===== src/core/bsh_pkg.sv =====
/*
 * Package for the bridge status half register block: register offset,
 * field positions, reset values and fixed read values.
 * Assumes a 32-bit AHB-Lite slave with word-aligned single transfers.
 */
package bsh_pkg;

    localparam logic [11:0] CSW_OFFSET        = 12'h004;

    localparam int RCA_BIT    = 28;
    localparam int SCA_BIT    = 27;
    localparam int SELT_HI    = 26;
    localparam int SELT_LO    = 25;
    localparam int MDP_BIT    = 24;
    localparam int BTB_BIT    = 23;
    localparam int RSV22_BIT  = 22;
    localparam int HSC_BIT    = 21;
    localparam int CAPL_BIT   = 20;
    localparam int INTP_BIT   = 19;
    localparam int RSV_HI     = 18;
    localparam int RSV_LO     = 11;
    localparam int PRE_BIT    = 6;

    localparam logic       CAPL_VALUE    = 1'b1;
    localparam logic       PRE_RESET     = 1'b0;
    localparam logic       FLAG_RESET    = 1'b0;
    localparam logic [1:0] SELT_VALUE    = 2'h0;
    localparam logic [7:0] RSV_VALUE     = 8'h00;

    localparam logic [1:0] HTRANS_NONSEQ = 2'b10;
    localparam logic [2:0] HSIZE_WORD    = 3'b010;
    localparam int         NUM_FLAGS     = 3;

endpackage


===== src/core/bsh_w1c_flag.sv =====
/*
 * Write-one-to-clear sticky flag.
 * Assumes set and clear strobes are single-cycle and synchronous to clk_i.
 */
module bsh_w1c_flag (
    input  wire logic clk_i,    // Core clock
    input  wire logic srst_i,   // Sync reset, active high
    input  wire logic set_i,    // Hardware event
    input  wire logic clr_i,    // Software write of one
    output logic      flag_o    // Sticky flag
);
    import bsh_pkg::*;

    always_ff @(posedge clk_i) begin
        if (srst_i) begin
            flag_o <= FLAG_RESET;
        end else if (set_i) begin
            flag_o <= 1'b1;          // Event beats a coinciding clear
        end else if (clr_i) begin
            flag_o <= 1'b0;
        end
    end

endmodule


===== src/core/bsh_csr.sv =====
/*
 * Command/status word of a PCIe bridge: upper status flags plus the
 * poison-response enable, reached over AHB-Lite.
 * Assumes single word transfers and event pulses synchronous to clk_i.
 */
// The AHB-Lite slave port and the register addresses were chosen for this implementation.
// How it works
// - Received completer-abort completion sets flag bit 28; write one clears it.
// - Sending a completer-abort completion sets flag bit 27; write one clears.
// - Select-timing, back-to-back and high-speed bits always read zero.
// - Poisoned completion received sets data-poison flag when enable is on.
// - Poisoning an outgoing write sets data-poison flag when enable is on.
// - With the enable off the data-poison flag never sets.
// - Bit 22 and bits 18 to 11 read zero.
// - Capability-list bit reads fixed one.
// - Interrupt-pending bit always reads zero.
// - Poison-response enable is read-write, reset zero.
module bsh_csr
    import bsh_pkg::*;
(
    input  wire logic        clk_i,          // Core clock, 20 MHz
    input  wire logic        srst_i,         // Sync reset, active high
    input  wire logic        hsel_i,         // Slave select
    input  wire logic [11:0] haddr_i,        // Byte address
    input  wire logic [1:0]  htrans_i,       // Transfer type
    input  wire logic        hwrite_i,       // Write when high
    input  wire logic [2:0]  hsize_i,        // Transfer size
    input  wire logic [31:0] hwdata_i,       // Write data
    input  wire logic        hready_i,       // Bus ready
    output logic [31:0]      hrdata_o,       // Read data
    output logic             hreadyout_o,    // Always ready
    output logic             hresp_o,        // Always OKAY
    input  wire logic        cpl_ca_rx_i,    // Completer-abort completion received
    input  wire logic        cpl_ca_tx_i,    // Completer-abort completion sent
    input  wire logic        cpl_poison_rx_i,// Poisoned completion received
    input  wire logic        wr_poison_tx_i, // Outgoing write poisoned
    output logic             poison_resp_en_o // Poison-response enable
);

    logic        wr_pend_q;
    logic        hit_d;
    logic        wr_strobe;
    logic [NUM_FLAGS-1:0] flag_set;
    logic [NUM_FLAGS-1:0] flag_clr;
    logic [NUM_FLAGS-1:0] flag_val;
    logic [31:0] rd_word;

    localparam int FLAG_POS [NUM_FLAGS] = '{RCA_BIT, SCA_BIT, MDP_BIT};

    assign hit_d = hsel_i && hready_i && (htrans_i == HTRANS_NONSEQ)
                && (hsize_i == HSIZE_WORD) && (haddr_i == CSW_OFFSET);

    // Write address phase captured; data lands in the next cycle
    always_ff @(posedge clk_i) begin
        if (srst_i) begin
            wr_pend_q <= 1'b0;
        end else begin
            wr_pend_q <= hit_d && hwrite_i;
        end
    end

    assign wr_strobe = wr_pend_q;

    always_ff @(posedge clk_i) begin
        if (srst_i) begin
            poison_resp_en_o <= PRE_RESET;
        end else if (wr_strobe) begin
            poison_resp_en_o <= hwdata_i[PRE_BIT];
        end
    end

    assign flag_set[0] = cpl_ca_rx_i;
    assign flag_set[1] = cpl_ca_tx_i;
    // Gate on the enable so no poisoned traffic sets it while off
    assign flag_set[2] = poison_resp_en_o
                       && (cpl_poison_rx_i || wr_poison_tx_i);

    generate
        for (genvar i = 0; i < NUM_FLAGS; i++) begin : g_flag
            // Only a written one clears
            assign flag_clr[i] = wr_strobe && hwdata_i[FLAG_POS[i]];
            bsh_w1c_flag u_flag (
                .clk_i  (clk_i),
                .srst_i (srst_i),
                .set_i  (flag_set[i]),
                .clr_i  (flag_clr[i]),
                .flag_o (flag_val[i])
            );
        end
    endgenerate

    always_comb begin
        rd_word                   = 32'h0000_0000;
        rd_word[RCA_BIT]          = flag_val[0];
        rd_word[SCA_BIT]          = flag_val[1];
        rd_word[MDP_BIT]          = flag_val[2];
        rd_word[SELT_HI:SELT_LO]  = SELT_VALUE;
        rd_word[BTB_BIT]          = 1'b0;
        rd_word[HSC_BIT]          = 1'b0;
        rd_word[RSV22_BIT]        = 1'b0;
        rd_word[RSV_HI:RSV_LO]    = RSV_VALUE;
        rd_word[CAPL_BIT]         = CAPL_VALUE;
        rd_word[INTP_BIT]         = 1'b0;
        rd_word[PRE_BIT]          = poison_resp_en_o;
    end

    // Read data registered at the address phase, ready for the data phase
    always_ff @(posedge clk_i) begin
        if (srst_i) begin
            hrdata_o <= 32'h0000_0000;
        end else if (hsel_i && hready_i && (htrans_i == HTRANS_NONSEQ) && !hwrite_i) begin
            hrdata_o <= hit_d ? rd_word : 32'h0000_0000;
        end
    end

    // Zero wait states; errors are never signalled
    always_ff @(posedge clk_i) begin
        if (srst_i) begin
            hreadyout_o <= 1'b1;
            hresp_o     <= 1'b0;
        end else begin
            hreadyout_o <= 1'b1;
            hresp_o     <= 1'b0;
        end
    end

endmodule


===== config.mk =====
export PLATFORM = sky130hd
export DESIGN_NAME = bsh_csr
export DESIGN_NICKNAME = d
export VERILOG_FILES = /design/src/core/bsh_pkg.sv /design/src/core/bsh_w1c_flag.sv /design/src/core/bsh_csr.sv
export SDC_FILE = /design/constraint.sdc
export NUM_CORES = 1
export LEC_CHECK = 0
export BUFFER_PORTS_ARGS = -buffer_cell sky130_fd_sc_hd__buf_4
export CORE_UTILIZATION = 31
export CTS_BUF_LIST = sky130_fd_sc_hd__clkbuf_16
export DETAILED_ROUTE_END_ITERATION = 12
export PLACE_DENSITY = 0.84
export RECOVER_POWER = 25
export SETUP_SLACK_MARGIN = 0.1
export SLEW_MARGIN = 10
export SYNTH_ARGS = -nofsm -noshare
export SYNTH_HDL_FRONTEND = slang
export SYNTH_SLANG_ARGS = --single-unit

===== constraint.sdc =====
create_clock -name clk_i -period 2.7 [get_ports clk_i]
set_clock_uncertainty 0.05 [all_clocks]
set_input_delay 0.27 -clock clk_i [delete_from_list [all_inputs] [get_ports clk_i]]
set_output_delay 0.27 -clock clk_i [all_outputs]
set_load 0.02 [all_outputs]

# Word level (Yosys, flattened, before mapping)
# Index checks and enable logic that the tools add are counted.
# Widths: inputs -> output; s select.
[word_totals]
ff_bits = 37
in_bits = 58
output_inout_bits = 35
wordCells = 31
[op_classes]
n_eq_ne = 3
n_mux = 7
n_reduce_logical = 15
[ops]
columns = ["op", "count"]
rows = [
  ["$mux 29", 1],
  ["$eq 12x3->1 const B", 1],
  ["$logic_and 1x1->1", 10],
  ["$mux 1", 6],
  ["$reduce_bool 2->1", 3],
  ["$eq 3x2->1 const B", 1],
  ["$eq 2x2->1 const B", 1],
  ["$logic_not 1->1", 1],
  ["$logic_or 1x1->1", 1],
]

# Logic depth before layout (Yosys ltp)
# Gate-level depths: netlist of run 1.
[depth]
ltp_word = 5
ltp_mapped = 4
ltp_nobuf = 3

# Modules after synthesis
# A second synthesis of run 1 with hierarchy kept.
[unflattened]
cells_unflattened = 72
hier_area_um2 = 653.1
[modules_own_cells]
columns = ["module", "n_inst", "cells_per_inst", "area_per_inst_um2", "seq_area_each_um2"]
rows = [
  ["bsh_csr", 1, 60, 536.8, 140.1],
  ["bsh_w1c_flag", 3, 4, 38.8, 20.0],
]

# Worst setup path after synthesis of run 1
# Ideal clock, no wire load.
[synth_timing]
path_kind = "input to register"
startpoint = "input port haddr_i[2]"
endpoint = "register hrdata_o[24]"
setup_time_ps = 117
arrival_time_ps = 938
t_required_ps = 2533
setup_slack_ps = 1595
cell_stages = 4
n_path_buf = 1
path_cell_list = "nor4b_1 and4_1 buf_6 a32o_2"
[synth_via]
elab_chain_len = 3
[synth_rtl]
columns = ["item", "line", "source"]
rows = [
  ["start: declaration", "bsh_csr.sv:24", "input wire logic [11:0] haddr_i,"],
  ["$eq 12x3->1", "bsh_csr.sv:51", "&& (hsize_i == HSIZE_WORD) && (haddr_i == CSW_OFFSET);"],
  ["$logic_and 1x1->1", "bsh_csr.sv:51", ""],
  ["$mux 29", "bsh_csr.sv:112", "hrdata_o <= hit_d ? rd_word : 32'h0000_0000;"],
  ["end signal: assignment", "bsh_csr.sv:112", ""],
  ["end: declaration", "bsh_csr.sv:30", "output logic [31:0] hrdata_o,"],
]
# No other way between the ends.
# A chain may end at the register's enable or synchronous reset.

# Final worst setup path of run 1
[layout_timing]
startpoint = "register poison_resp_en_o"
endpoint = "output port poison_resp_en_o"
[layout_lines]
columns = ["item", "line", "source"]
rows = [
  ["start: declaration", "bsh_csr.sv:37", "output logic poison_resp_en_o"],
  ["start signal: assignment", "bsh_csr.sv:68", "poison_resp_en_o <= hwdata_i[PRE_BIT];"],
]
# No word-level cell between the ends.

==> metrics.yaml, run 1 <==
die_h_um: 46.8
cts_resized: 0
place_inst: 126
cts.path.max_buffers: 2
status: "complete, no violations"
antenna_cells: 0
first_iter_violations: 13
clk_pin_slew_ns: 0.04
ir_worst_vdd_v: 0.000325
row_count: 15
netlist_area_um2: 623
layout.cells.most_common: "buf_4"
fin_area_um2: 865
yosysTopAreaCell: "buf_4"
postCtsHoldBufs: 0
pwr-share-seq_pct: 31.5
power.density_nw_per_um2: 558
die_area_um2: 2190
r2r_setup_slack_ns: 1.87
holdPathStages: 3
grt_setup_unrepaired: "no"
synthCells: 69
drive_above_1_share_pct: 41.3
switching_share_pct: 22.9
grt_max_degree: 7
globalRoute.totalOverflow: 0
cts-root-buf: "clkbuf_16"
required_ns: 2.38
ios: 93
path_cells: "buf_4"
grt_pass1_vias: 455
cp-start-kind: "flip-flop"
grt_pass1_wl_um: 1850
grt_use_total_pct: 12.6
period_needed_ns: 1.09
worstSetupPathType: "flip-flop to output pin"
wirelength_um: 1190
portBuffers: 35
max_stage_delay_ns: 0.37
post-route-period-util_pct: 40.2
synth.top_cell.area_share_pct: 34.9
ys_ff_latch: 10
share_comb_of_total_power_pct: 15.5
area_delta_synth_final_pct: 38.8
reg2reg_depth: 3
worstReg2RegStart: "wr_pend_q"
core-area_um2: 1800
hp-start: "cpl_ca_tx_i"
drc: 0
post_dp_cell_area_um2: 790
drv_cap: 0
path_buf_inv: 1
whs_endpoint: "g_flag[1].u_flag.flag_o"
maxSlewViolCount: 0
internal-power_mw: 0.372
yosysSeqAreaShare_pct: 32.1
via_per_inst: 4.04
postCtsSetupRepairBufs: 0
netlist_top_cells_area: "buf_4, dfxtp_1, a32o_2"
fin_util_pct: 48.0
hold_path.class: "input port to flip-flop"
timing.rr.end: "g_flag[0].u_flag.flag_o"
n_fill_cell: 187
p_leak_nw: 0.462
end_kind: "output pin"
drt-wirelength-per-cell_um: 9.26
numCtsBuffers: 3
clk_latency_ns: 0.23
final_nets: 164
globalplace.congestion: 0.664
setup_viol: 0
ant_nets: 0
drt_pass1_iterations: 4
synth.avg_cell_area_um2: 9.03
tns_ns: 0
hold_viol_final: 0
p_clk_share_pct: 53.1
antenna_found_initial: 0
critPathTopFamily: "flip-flops"
crit_arrival_ns: 0.77
start_util_pct: 34.6
dpl.hpwl_um: 1020
layout_common_cells: "buf_4, conb_1, dfxtp_1"
switching_power_mw: 0.111
cp_max_fo: 4
vias: 521
die_w_um: 46.8
clkSinkCount: 10
yosysWarnings: 0
fmax_mhz: 921
ys_types: 19
cp_slowest_cell: "dfxtp_1"
instances_no_fill: 129
h-tree-depth: 1
cts_tree: "yes"
## metrics by stage
step                      power (mW)  hold WS [ns]  setup WS, ns
after global placement         0.228         0.399          1.39
after floorplan                0.227         0.289          1.59
after detailed placement       0.229         0.407          1.39
final                          0.482         0.194          1.61
after CTS                      0.486         0.194          1.62
after global routing           0.502         0.207          1.54
## power groups by stage
| stage | sequential [mW] | clock, mW | combinational, mW |
|---|---|---|---|
| finish | 0.152 | 0.256 | 0.0747 |
| global route | 0.152 | 0.268 | 0.0825 |
| CTS | 0.152 | 0.260 | 0.0746 |
| detailed placement | 0.154 | 0 | 0.0745 |
| global placement | 0.154 | 0 | 0.0737 |
| floorplan | 0.154 | 0 | 0.0730 |
## sequential cells by signal, summed over array words and instances, names as in the netlist
| register | count |
|---|---|
| g_flag.u_flag.flag_o | 3 |
| hrdata_o | 5 |
| wr_pend_q | 1 |
| poison_resp_en_o | 1 |
## kinds of logic after synthesis
family / after synthesis / share of synthesized area [%]
flip-flops: 10 / 32.1
AO/OA/AOI/OAI: 10 / 12.6
multiplexers: 1 / 1.61
AND/OR/NAND/NOR: 15 / 15.1
other: 2 / 1.21
buffers and inverters: 31 / 37.3
## how the worst max path moves through the flow
| stage | from | to | depth (start not counted) |
|---|---|---|---|
| floorplan | haddr_i[2] | hrdata_o[24] | 4 |
| finish | poison_resp_en_o | poison_resp_en_o | 1 |
| global route | haddr_i[3] | hrdata_o[24] | 4 |
| CTS | poison_resp_en_o | poison_resp_en_o | 1 |
| global placement | haddr_i[3] | hrdata_o[27] | 4 |
| detailed placement | haddr_i[3] | hrdata_o[6] | 4 |
## layer usage
layer,global-route usage [%],routed length (um)
met5,0,0
met4,6.86,20
met3,5.77,158
met2,21.7,575
met1,12.6,440
## worst register-to-register path, cell delays in order (launching register included)
cell and delay, ns:
dfxtp_1 0.40, nand2_1 0.07, a21oi_1 0.15, nor2_1 0.05
## synthesized netlist by cell type (all sizes together)
master  number
nand2        4
nor2         3
o21ai        1
a21oi        4
nor4b        2
and4         1
a32o         4
conb         2
a22o         1
and2         1
and3         1
mux2i        1
and4b        1
dfxtp       10
inv          1
buf         30
nor4         2
## cell type report
cell class              count  area [um^2]  share of cell area (%)
repair buffers             35          263                    30.4
inverters                   1         3.75                   0.434
clock buffers               3         75.1                    8.68
well taps                  25         31.3                    3.62
flip-flops and latches     10          200                    23.2
multi-input cells          55          292                    33.7
Power figures use the tool's default switching activity.
==> run 2, diff against run 1 <==
CORE_UTILIZATION = 29   (was 31)
PLACE_DENSITY = 0.8   (was 0.84)
clock period = 1 ns   (was 2.7 ns; I/O delays follow)
==> run 2 against run 1 <==
Final cell count increased by 3.9%. Wire length increased by 3.3%. Die area increased by 6.6%. Non-clock buffer count increased by 2. Clock power increased to 2.8 times the previous value. Register-to-register slack got worse by 1.7 ns. Count of clock-buffer cells in the layout unchanged.
==> metrics.yaml, run 2 (synthesized netlist as in run 1, its figures left out) <==
clkSinkCount: 10  # unchanged
period_needed_ns: 0.896
clk_latency_ns: 0.24  # was 0.23 ns
wl_met3_um: 171  # was 158 um
hp-start: "cpl_ca_tx_i"  # unchanged
hold_viol_final: 0  # unchanged
grt_pass1_wl_um: 1960  # was 1850 um
regMostFlops: "hrdata_o"  # unchanged
internal-power_mw: 1.01  # was 0.372 mW
globalRoute.totalOverflow: 0  # unchanged
power_mw: 1.32  # was 0.482 mW
die_area_um2: 2340  # was 2190 um^2
area_delta_synth_final_pct: 44.0  # was 38.8%
p_leak_nw: 0.476  # was 0.462 nW
fmax_mhz: 1120
layout_common_cells: "buf_4, conb_1, dfxtp_1"  # unchanged
portBuffers: 35  # unchanged
numCtsBuffers: 3  # unchanged
switching_power_mw: 0.311  # was 0.111 mW
cts.path.max_buffers: 2  # unchanged
cp-startpoint: "haddr_i[3]"  # was poison_resp_en_o
power.density_nw_per_um2: 1480  # was 558 nW/um^2
multi_input_area_um2: 302  # was 292 um^2
via_per_inst: 4.08  # was 4.04
worstSetupPathType: "input port to flip-flop"  # was flip-flop to output pin
path_cells: "buf_4 > nor4b_2 > and4_1 > a32o_2"  # was buf_4
ant_nets: 0  # unchanged
n_fill_cell: 201  # was 187
switching_share_pct: 23.5  # was 22.9%
end_kind: "flip-flop"  # was output pin
antenna_cells: 0  # unchanged
worstReg2RegStart: "wr_pend_q"  # unchanged
fin_util_pct: 45.3  # was 48.0%
grt_max_degree: 7  # unchanged
dpl.hpwl_um: 1000  # was 1020 um
clk_pin_slew_ns: 0.04  # about the same
row_count: 16  # was 15
drt_pass1_iterations: 4  # unchanged
ios: 93  # unchanged
drv_cap: 0  # unchanged
p_clk_share_pct: 53.2  # was 53.1%
ir_worst_vdd_v: 0.000728  # was 0.000325 V
final_nets: 166  # was 164
cts-root-buf: "clkbuf_16"  # unchanged
routed.top_layer: "met4"  # unchanged
instances_no_fill: 134  # was 129
grt_setup_unrepaired: "no"  # unchanged
share_comb_of_total_power_pct: 15.8  # was 15.5%
vias: 547  # was 521
largest_reg_flops: 5  # unchanged
first_iter_violations: 5  # was 13
cp_max_fo: 6  # was 4
post-route-period-util_pct: 89.6
h-tree-depth: 1  # unchanged
post_dp_cell_area_um2: 800  # was 790 um^2
place_inst: 129  # was 126
wl_met1_um: 477  # was 440 um
cts_tree: "yes"  # unchanged
fin_area_um2: 897  # was 865 um^2
layout.cells.most_common: "buf_4"  # unchanged
crit_arrival_ns: 1.03  # was 0.77 ns
path_buf_inv: 1  # unchanged
setup_viol: 0  # unchanged
drive_above_1_share_pct: 44.9  # was 41.3%
maxSlewViolCount: 0  # unchanged
status: "complete, no violations"  # unchanged
cp-start-kind: "input port"  # was flip-flop
grt_pass1_vias: 456  # was 455
dr_wl_met2_um: 546  # was 575 um
globalplace.congestion: 0.731  # was 0.664
max_stage_delay_ns: 0.36  # was 0.37 ns
die_w_um: 48.4  # was 46.8 um
drc: 0  # unchanged
cp_slowest_cell: "and4_1"  # was dfxtp_1
antenna_found_initial: 0  # unchanged
tns_ns: 0  # unchanged
reg.largest.list: "hrdata_o (5), g_flag.u_flag.flag_o (3)"  # unchanged
grt_use_total_pct: 11.3  # was 12.6%
drt-wirelength-per-cell_um: 9.20  # was 9.26 um
die_h_um: 48.4  # was 46.8 um
core-area_um2: 1980  # was 1800 um^2
start_util_pct: 31.4  # was 34.6%
pwr-share-seq_pct: 30.9  # was 31.5%
required_ns: 1.13  # was 2.38 ns
critPathTopFamily: "simple AND/OR/NAND/NOR gates"  # was flip-flops
wirelength_um: 1230  # was 1190 um
seq_area_um2: 201  # was 200 um^2
hold_path.class: "input port to flip-flop"  # unchanged
==> run 2: cell types whose count changed in the layout (fill, tap and decap cells not counted), sizes merged <==
cell,before,now
buf,35,37
clkinv,0,1
==> run 2: power by group through the flow <==
stage,sequential (mW),combinational [mW],clock [mW]
finish,0.410,0.209,0.705
global route,0.410,0.224,0.730
CTS,0.410,0.205,0.723
detailed placement,0.416,0.205,0
global placement,0.416,0.202,0
floorplan,0.415,0.197,0
==> run 2: worst reg2reg max path, delay by kind of cell, from the launching register on <==
family	cells	cell delay, ns
AOI/OAI and AO/OA	1	0.14
and+or+nand+nor	2	0.13
DFF	1	0.40
==> run 2: final timing paths <==
| path | end | slack, ns | cells after the start |
|---|---|---|---|
| setup / recovery | hrdata_o[28] | 0.10 | 4 |
| hold / removal | g_flag[1].u_flag.flag_o | 0.02 | 3 |
| setup reg to reg | g_flag[0].u_flag.flag_o | 0.17 | 3 |
| hold reg to reg | g_flag[2].u_flag.flag_o | 0.41 | 2 |
==> run 2: area by class of cell <==
class                      instances  area share (%)
multi-input combinational         55            33.6
timing repair buffer              37            31.0
sequential                        10            22.5
clock buffer                       3            8.37
tap                               27            3.77
clock inverter                     1           0.418
inverter                           1           0.418
==> run 2: metal layers <==
layer | GRT usage (%) | vias to the layer above
met2 | 19.0 | 48
met3 | 5.97 | 5
met5 | 0 | -
met1 | 10.7 | 237
met4 | 7.35 | 0
li1 | - | 257
==> run 2: timing repair <==
item | CTS | global route
setup buffers | 0 | 1
gates resized for setup | 2 | 4
endpoints found under the setup margin | 5 | 9
pin swaps | 0 | 0
hold buffers | 0 | 0
==> run 2: through the flow <==
| step | hold WS [ns] | worst slack, ns |
|---|---|---|
| final | 0.0215 | 0.104 |
| after global routing | 0.0345 | 0.0570 |
| after CTS | 0.0194 | 0.117 |
| after detailed placement | 0.262 | -0.163 |
| after global placement | 0.257 | -0.150 |
| after floorplan | 0.119 | 0.0650 |
